File: config.mk
export PLATFORM = sky130hd
export DESIGN_NAME = reload_timer
export DESIGN_NICKNAME = d
export VERILOG_FILES = /design/src/shared/timer_pkg.sv /design/src/design/reload_timer.sv
export SDC_FILE = /design/constraint.sdc
export NUM_CORES = 1
export LEC_CHECK = 0
export ABC_AREA = 1
export BUFFER_PORTS_ARGS = -buffer_cell sky130_fd_sc_hd__buf_2
export CAP_MARGIN = 30
export CORE_MARGIN = 8
export CORE_UTILIZATION = 50
export DETAILED_ROUTE_END_ITERATION = 6
export PLACE_DENSITY = 0.69
export SYNTH_ARGS = -nofsm -noshare
export SYNTH_HDL_FRONTEND = slang
export SYNTH_SLANG_ARGS = --single-unit
File: constraint.sdc
create_clock -name clk -period 1.64 [get_ports clk]
set_input_delay 0.246 -clock clk [delete_from_list [all_inputs] [get_ports clk]]
set_output_delay 0.246 -clock clk [all_outputs]
set_load 0.05 [all_outputs]
File: src/shared/timer_pkg.sv
// What this block does
// RULE1: Two independent 16-bit reloadable timers
// RULE2: Count upward; wrap from all ones to zero
// RULE3: Prescaler divides system clock by 1..128
// RULE4: Reload one, prescale one: shortest time-out
// RULE5: Reload zero, prescale 128: full-wrap longest time-out
// RULE6: One-shot: interrupt, count to one, self-disable
// RULE7: One-shot output inverts one clock at reload
// RULE8: One-shot/continuous count the prescaled system clock
// RULE9: Continuous: interrupt, count to one, keep counting
// RULE10: Periodic modes toggle output at each reload
// RULE11: Start count for first pass; restart at one
// RULE12: Counter mode counts pin edges, polarity picks edge
// RULE13: Counter mode: interrupt, count to one, continue
// RULE14: Edge setting sets initial output level always
// RULE15: Counted input at most quarter clock, two-period phases
// RULE16: Comparator counter counts comparator edges, no prescaler
// RULE17: Software loads count one before enabling counters
// RULE18: PWM toggles output at match, reloads to one
// RULE19: Polarity one: start high, low at match
// RULE20: Polarity zero: start low, high at match
// RULE21: Software inverts polarity after start for level change
// RULE22: Software configures fully before setting enable last
// RULE23: Interrupt is one-clock pulse per reload event
// RULE24: Pin and comparator synchronized before edge detection
package timer_pkg;

   localparam int unsigned NUM_TIMERS = 2;
   localparam int unsigned CNT_W = 16;
   localparam int unsigned PRE_W = 7;
   localparam int unsigned ADDR_W = 6;
   localparam int unsigned DATA_W = 32;

   localparam logic [CNT_W-1:0] COUNT_RESTART = 16'h0001;

   // --------------------------------------------------------------
   // Register map
   // --------------------------------------------------------------
   localparam int unsigned ADDR_UNMAPPED_BIT = 5;
   localparam int unsigned ADDR_TIMER_BIT = 4;
   localparam int unsigned ADDR_REG_MSB = 3;
   localparam int unsigned ADDR_REG_LSB = 2;
   localparam logic [1:0] REG_CTRL = 2'h0;
   localparam logic [1:0] REG_COUNT = 2'h1;
   localparam logic [1:0] REG_RELOAD = 2'h2;
   localparam logic [1:0] REG_PWM = 2'h3;

   // --------------------------------------------------------------
   // Control register fields
   // --------------------------------------------------------------
   localparam int unsigned CTRL_EN_BIT = 0;
   localparam int unsigned CTRL_MODE_LSB = 1;
   localparam int unsigned CTRL_MODE_MSB = 3;
   localparam int unsigned CTRL_PRE_LSB = 4;
   localparam int unsigned CTRL_PRE_MSB = 6;
   localparam int unsigned CTRL_POL_BIT = 7;
   localparam int unsigned CTRL_OUTEN_BIT = 8;

   localparam logic [2:0] MODE_ONE_SHOT = 3'h0;
   localparam logic [2:0] MODE_CONTINUOUS = 3'h1;
   localparam logic [2:0] MODE_COUNTER = 3'h2;
   localparam logic [2:0] MODE_CMP_COUNTER = 3'h3;
   localparam logic [2:0] MODE_PWM_SINGLE = 3'h4;

   typedef struct packed {
      logic out_en;
      logic output_polarity_select;
      logic [2:0] prescale;
      logic [2:0] mode;
      logic en;
   } ctrl_type;

   typedef struct packed {
      ctrl_type ctrl;
      logic [CNT_W-1:0] count;
      logic [CNT_W-1:0] reload;
      logic [CNT_W-1:0] pwm;
      logic [PRE_W-1:0] pre;
      logic level;
      logic pin_s1;
      logic pin_s2;
      logic pin_prev;
      logic irq;
      logic tout;
      logic tout_oe;
   } timer_type;

endpackage : timer_pkg

File: src/design/reload_timer.sv
// Added by the designer: the register offsets and register access over Avalon-MM.
`timescale 1ns/100ps
module reload_timer
(
   // Clock and reset
   input wire logic clk,
   input wire logic rst_n,
   // Avalon-MM slave
   input wire logic [timer_pkg::ADDR_W-1:0] avs_address,
   input wire logic avs_read,
   input wire logic avs_write,
   input wire logic [timer_pkg::DATA_W-1:0] avs_writedata,
   input wire logic [3:0] avs_byteenable,
   output logic [timer_pkg::DATA_W-1:0] avs_readdata,
   output logic avs_waitrequest,
   // Pins and comparator
   input wire logic [timer_pkg::NUM_TIMERS-1:0] timer_in,
   input wire logic cmp_out,
   output logic [timer_pkg::NUM_TIMERS-1:0] timer_out,
   output logic [timer_pkg::NUM_TIMERS-1:0] timer_out_oe,
   // Interrupt requests
   output logic [timer_pkg::NUM_TIMERS-1:0] timer_irq
);

   typedef struct packed {
      timer_pkg::timer_type [timer_pkg::NUM_TIMERS-1:0] tmr;
      logic cmp_s1;
      logic cmp_s2;
      logic cmp_prev;
      logic waitrequest;
      logic [timer_pkg::DATA_W-1:0] readdata;
   } state_type;

   state_type s_r;
   state_type s_nxt;

   // ------------------------------------------------------------------
   // Helpers
   // ------------------------------------------------------------------
   function automatic logic [timer_pkg::PRE_W-1:0] pre_mask(input logic [2:0] p);
      pre_mask = timer_pkg::PRE_W'((8'h01 << p) - 8'h01);
   endfunction : pre_mask

   function automatic logic edge_seen(input logic pol, input logic now, input logic prev);
      edge_seen = pol ? (now & ~prev) : (~now & prev);
   endfunction : edge_seen

   function automatic logic [timer_pkg::DATA_W-1:0] reg_value(input timer_pkg::timer_type t,
                                                           input logic [1:0] idx);
      reg_value = '0;
      case (idx)
         timer_pkg::REG_CTRL: reg_value = timer_pkg::DATA_W'(t.ctrl);
         timer_pkg::REG_COUNT: reg_value = timer_pkg::DATA_W'(t.count);
         timer_pkg::REG_RELOAD: reg_value = timer_pkg::DATA_W'(t.reload);
         timer_pkg::REG_PWM: reg_value = timer_pkg::DATA_W'(t.pwm);
         default: reg_value = '0;
      endcase
   endfunction : reg_value

   function automatic logic [15:0] merge16(input logic [15:0] old, input logic [31:0] wd,
                                          input logic [3:0] be);
      merge16 = old;
      if (be[0])
      begin
         merge16[7:0] = wd[7:0];
      end
      if (be[1])
      begin
         merge16[15:8] = wd[15:8];
      end
   endfunction : merge16

   // ------------------------------------------------------------------
   // Next state
   // ------------------------------------------------------------------
   always_comb
   begin
      timer_pkg::timer_type cur;
      timer_pkg::timer_type nt;
      logic cmp_edge;
      logic tick;
      logic evt;
      logic hit;
      logic [15:0] ctrl_bits;
      logic sel;
      logic [1:0] idx;
      cur = '0;
      nt = '0;
      cmp_edge = 1'b0;
      tick = 1'b0;
      evt = 1'b0;
      ctrl_bits = '0;
      hit = ~avs_address[timer_pkg::ADDR_UNMAPPED_BIT];
      sel = avs_address[timer_pkg::ADDR_TIMER_BIT];
      idx = avs_address[timer_pkg::ADDR_REG_MSB:timer_pkg::ADDR_REG_LSB];
      s_nxt = s_r;

      // Comparator synchronizer, shared by both timers
      s_nxt.cmp_s1 = cmp_out; // RULE24
      s_nxt.cmp_s2 = s_r.cmp_s1;
      s_nxt.cmp_prev = s_r.cmp_s2;

      for (int i = 0; i < int'(timer_pkg::NUM_TIMERS); i++) // RULE1
      begin
         cur = s_r.tmr[i];
         nt = cur;
         nt.irq = 1'b0;
         nt.pin_s1 = timer_in[i]; // RULE24
         nt.pin_s2 = cur.pin_s1;
         nt.pin_prev = cur.pin_s2;
         cmp_edge = edge_seen(cur.ctrl.output_polarity_select, s_r.cmp_s2, s_r.cmp_prev);
         evt = 1'b0;

         // Count source per mode
         case (cur.ctrl.mode)
            timer_pkg::MODE_COUNTER:
            begin
               tick = edge_seen(cur.ctrl.output_polarity_select, cur.pin_s2,
                                cur.pin_prev); // RULE12
            end
            timer_pkg::MODE_CMP_COUNTER:
            begin
               tick = cmp_edge; // RULE16
            end
            default:
            begin
               tick = (cur.pre == pre_mask(cur.ctrl.prescale)); // RULE3 RULE8
            end
         endcase

         if (!cur.ctrl.en)
         begin
            nt.pre = '0;
            nt.level = cur.ctrl.output_polarity_select; // RULE14 RULE19 RULE20
         end
         else
         begin
            nt.pre = tick ? '0 : timer_pkg::PRE_W'(cur.pre + 1'b1);
            if (tick)
            begin
               if (cur.count == cur.reload) // RULE4 RULE5
               begin
                  evt = 1'b1;
                  nt.irq = 1'b1; // RULE23
                  nt.count = timer_pkg::COUNT_RESTART; // RULE11
                  case (cur.ctrl.mode)
                     timer_pkg::MODE_ONE_SHOT:
                     begin
                        nt.ctrl.en = 1'b0; // RULE6
                        nt.level = cur.ctrl.output_polarity_select;
                     end
                     timer_pkg::MODE_PWM_SINGLE:
                     begin
                        nt.level = cur.ctrl.output_polarity_select; // RULE18 RULE19 RULE20
                     end
                     default:
                     begin
                        nt.level = ~cur.level; // RULE9 RULE10 RULE13
                     end
                  endcase
               end
               else
               begin
                  nt.count = timer_pkg::CNT_W'(cur.count + 1'b1); // RULE2
                  if (cur.ctrl.mode == timer_pkg::MODE_PWM_SINGLE && cur.count == cur.pwm)
                  begin
                     nt.level = ~cur.level; // RULE18
                  end
               end
            end
         end

         // Pin drive: one-shot reload shows a single inverted cycle
         if (evt && cur.ctrl.mode == timer_pkg::MODE_ONE_SHOT)
         begin
            nt.tout = ~cur.level; // RULE7
         end
         else
         begin
            nt.tout = nt.level;
         end
         nt.tout_oe = cur.ctrl.out_en;

         // Register writes take effect at the accepted edge and win
         if (avs_write && !s_r.waitrequest && hit && sel == i[0])
         begin
            case (idx)
               timer_pkg::REG_CTRL:
               begin
                  ctrl_bits = merge16(16'(cur.ctrl), avs_writedata, avs_byteenable);
                  nt.ctrl.en = ctrl_bits[timer_pkg::CTRL_EN_BIT];
                  nt.ctrl.mode = ctrl_bits[timer_pkg::CTRL_MODE_MSB:timer_pkg::CTRL_MODE_LSB];
                  nt.ctrl.prescale = ctrl_bits[timer_pkg::CTRL_PRE_MSB:timer_pkg::CTRL_PRE_LSB];
                  nt.ctrl.output_polarity_select = ctrl_bits[timer_pkg::CTRL_POL_BIT];
                  nt.ctrl.out_en = ctrl_bits[timer_pkg::CTRL_OUTEN_BIT];
               end
               timer_pkg::REG_COUNT:
               begin
                  nt.count = merge16(cur.count, avs_writedata, avs_byteenable); // RULE11
               end
               timer_pkg::REG_RELOAD:
               begin
                  nt.reload = merge16(cur.reload, avs_writedata, avs_byteenable);
               end
               default:
               begin
                  nt.pwm = merge16(cur.pwm, avs_writedata, avs_byteenable);
               end
            endcase
         end
         s_nxt.tmr[i] = nt;
      end

      // ----------------------------------------------------------------
      // Avalon handshake: one wait cycle, then accept
      // ----------------------------------------------------------------
      if (s_r.waitrequest)
      begin
         if (avs_read || avs_write)
         begin
            s_nxt.waitrequest = 1'b0;
            s_nxt.readdata = (avs_read && hit) ? reg_value(s_r.tmr[sel], idx) : '0;
         end
      end
      else
      begin
         s_nxt.waitrequest = 1'b1;
         s_nxt.readdata = '0;
      end
   end

   // ------------------------------------------------------------------
   // State register
   // ------------------------------------------------------------------
   always_ff @(posedge clk)
   begin
      if (!rst_n)
      begin
         s_r <= '0;
         s_r.waitrequest <= 1'b1;
      end
      else
      begin
         s_r <= s_nxt;
      end
   end

   // ------------------------------------------------------------------
   // Outputs
   // ------------------------------------------------------------------
   assign avs_readdata = s_r.readdata;
   assign avs_waitrequest = s_r.waitrequest;

   for (genvar g = 0; g < int'(timer_pkg::NUM_TIMERS); g++)
   begin : g_out
      assign timer_out[g] = s_r.tmr[g].tout;
      assign timer_out_oe[g] = s_r.tmr[g].tout_oe;
      assign timer_irq[g] = s_r.tmr[g].irq;
   end

endmodule : reload_timer

==> flow_metrics.tcl <==
set metrics [dict create \
    reg2reg_to "s_r[154]" \
    rsz0062_at_grt "true" \
    fin_ws_ps -122 \
    avgViaCountPerCell 5.51 \
    grt_pass1_wl_um 53000 \
    worstSetupEndpoint "s_r[154]" \
    numCtsBuffers 17 \
    r2r-start "s_r[175]" \
    rr_worst_depth 14 \
    start_util 0.507 \
    cts_tree "built" \
    register_area_um2 3340 \
    slew_violations 0 \
    drive_gt1_frac 0.323 \
    yosysWarnings 0 \
    clkLatencyLatePin_ps 440 \
    firstDrtPassIters 7 \
    finClkSkew_ps 10.3 \
    die_area_um2 24300 \
    root_buffer "clkbuf_16" \
    critPathArrivalTime_ps 2140 \
    vias 11200 \
    drt_iter0_markers 1233 \
    worstPathRequired_ps 2020 \
    power.density_nw_per_um2 713 \
    setup-violations-final 36 \
    finalHoldViolations 0 \
    dpl.hpwl_um 25700 \
    io_pins 88 \
    cp-start-kind "flip-flop" \
    coreArea_um2 19300 \
    r2r_setup_slack_ps -120 \
    cts.clk_slew.worst_paths_ps 60 \
    cp_max_fo 8 \
    crit_type "reg2reg" \
    p_leak_nw 5.89 \
    cap_viol_max_count 0 \
    placement_rows 51 \
    cts.path.max_buffers 2 \
    period_needed_ps 1760 \
    syn_area_um2 9800 \
    clock.fmax_mhz 568 \
    power.total_mw 9.50 \
    grt_max_degree 47 \
    synth_cell_types 42 \
    io_buffers 51 \
    ctsHtreeMaxLevel 4 \
    grt_pass1_vias 10100 \
    vdd_drop_max_uv 772 \
    timing.final.crit_share 1.07 \
    ys_async_sr_fraction 0 \
    synth_seq_area_share 0.331 \
    synth.avg_cell_area_um2 6.42 \
    multiInputGateArea_um2 5840 \
    die_w_um 156 \
    failed_checks "DRC, setup timing" \
    route.detailed.drc 6 \
    antenna_cells 0 \
    syn_inst 1527 \
    final.fill_count 1632 \
    min_path_type "in2reg" \
    die_h_um 156 \
    critPathLaunch "s_r[175]" \
    tns_ps -1560 \
    wl_per_cell_um 17.5 \
    antenna_found_initial 0 \
    grtUsageTotal 0.276 \
    overflow 0 \
    cp-end-kind "flip-flop" \
    place_ws_ps -219 \
    postRouteAntennaNets 0 \
    synth_edf_count 0 \
    cts.sinks 162 \
    ys_ff_latch 162 \
    area_growth_pct 36.0 \
    status "finished with violations" \
    nets 1813 \
    synth_ff_type "dfxtp_1" \
    gp_routability_congestion 0.948 \
    routed_wl_um 35600 \
]
## where the power goes
part           leakage, nW  switching [mW]  internal [mW]
clock network        0.316            1.81           2.67
logic                 4.24           0.718          0.335
registers             1.33          0.0278           3.94
total                 5.89            2.55           6.95
## final cells by class
cell class                 instances  share of cell area
multi-input combinational       1076               0.438
clock buffer                      20              0.0343
clock inverter                    12              0.0145
timing repair buffer             312               0.183
inverter                         191              0.0548
tap                              265              0.0249
sequential                       162               0.250
## how the worst min path moves through the flow
| stage | startpoint | to | cells past startpoint |
|---|---|---|---|
| after global routing | avs_writedata[10] | s_r[131] | 3 |
| after CTS | avs_writedata[5] | s_r[174] | 3 |
| after detailed placement | s_nxt[40] | s_nxt[39] | 2 |
| final | avs_writedata[5] | s_r[174] | 3 |
| after floorplan | timer_in[1] | s_nxt[111] | 2 |
| after global placement | s_nxt[40] | s_nxt[39] | 2 |
## flip-flops by register name (all words and copies together), names as in the netlist
name,cells
timer_out,2
timer_irq,2
s_nxt,8
avs_waitrequest,1
s_r,131
timer_out_oe,2
avs_readdata,16
## logic make-up (layout without fill, tap and decap cells)
family | after synthesis | in the layout | share of synthesized area
DFF | 162 | 162 | 0.331
and+or+nand+nor | 627 | 627 | 0.276
AOI/OAI and AO/OA | 385 | 385 | 0.206
buffers and inverters | 304 | 535 | 0.142
other | 1 | 16 | 0.000383
xor gates and xnor gates | 44 | 44 | 0.0393
adders and majority gates | 4 | 4 | 0.00511
## Yosys cell counts, types with 5 or more instances
cell       count  area (µm²)
nand2_1      358        1340
o21ai_0      174         871
inv_1        171         642
a21oi_1      165         826
dfxtp_1      162        3240
nor2_1       112         420
nand3_1       74         370
buf_4         46         345
nand4_1       39         244
xor2_1        36         315
clkbuf_1      28         105
buf_2         26         130
inv_2         19        71.3
nor3_1        13        65.1
o211ai_1      11        82.6
o22ai_1       11        68.8
xnor2_1        8        70.1
nor3_2         7        70.1
o21ai_1        7        35.0
nor2_2         6        37.5
o2111ai_1      6        52.6
buf_6          5        56.3
## what timing repair did
action                                  4_1_cts  5_1_grt
pin swaps                                    23       51
endpoints found under the hold margin         3        0
resized for setup                           107      226
endpoints found under the setup margin       78      108
cloned                                        0        6
buffers inserted                              5       16
hold buffers                                  3        0
## worst max-delay path: stages (launching register included)
cell     delay [ps]
dfxtp_4         410
inv_4            50
nand2_2          70
nor2_1           40
nor2_1           80
nand2_1          70
nor2_2          120
nand3_2         140
nand2_8         140
nand3_4         150
inv_4           100
nand3_1         110
nand3_1         120
nand2_1          60
inv_1            50
## through the flow
step | hold WS, ps | instance area (µm²) | std cells | utilization
4_1_cts | 110 | 12600 | 2017 | 0.651
6_report | 116 | 13300 | 2038 | 0.690
5_1_grt | 139 | 13300 | 2038 | 0.690
2_1_floorplan | 344 | 9860 | 1542 | -
3_3_place_gp | 395 | 11600 | 1977 | 0.599
3_5_place_dp | 397 | 11600 | 1977 | 0.599
## routing by layer
metal | share of wire | vias to the layer above | GRT usage
met3 | 0.083 | 92 | 0.0457
met2 | 0.47 | 542 | 0.443
met4 | 0.038 | 0 | 0.116
met5 | 0 | - | 0
li1 | - | 5399 | -
met1 | 0.41 | 5195 | 0.360
## cell usage in the layout, fill, tap and decap left out, types with 19 or more instances in the layout
cell,count
nand2_1,334
buf_4,215
inv_1,155
a21oi_1,146
o21ai_0,126
dfxtp_1,119
nor2_1,84
nand3_1,59
buf_2,51
nand4_1,39
xor2_1,36
buf_6,36
o21ai_2,33
inv_2,31
dfxtp_2,27
nand2_2,22
o21ai_1,22
nor2_2,21
a21oi_2,19
No activity file was read; power rests on OpenSTA's default activity.
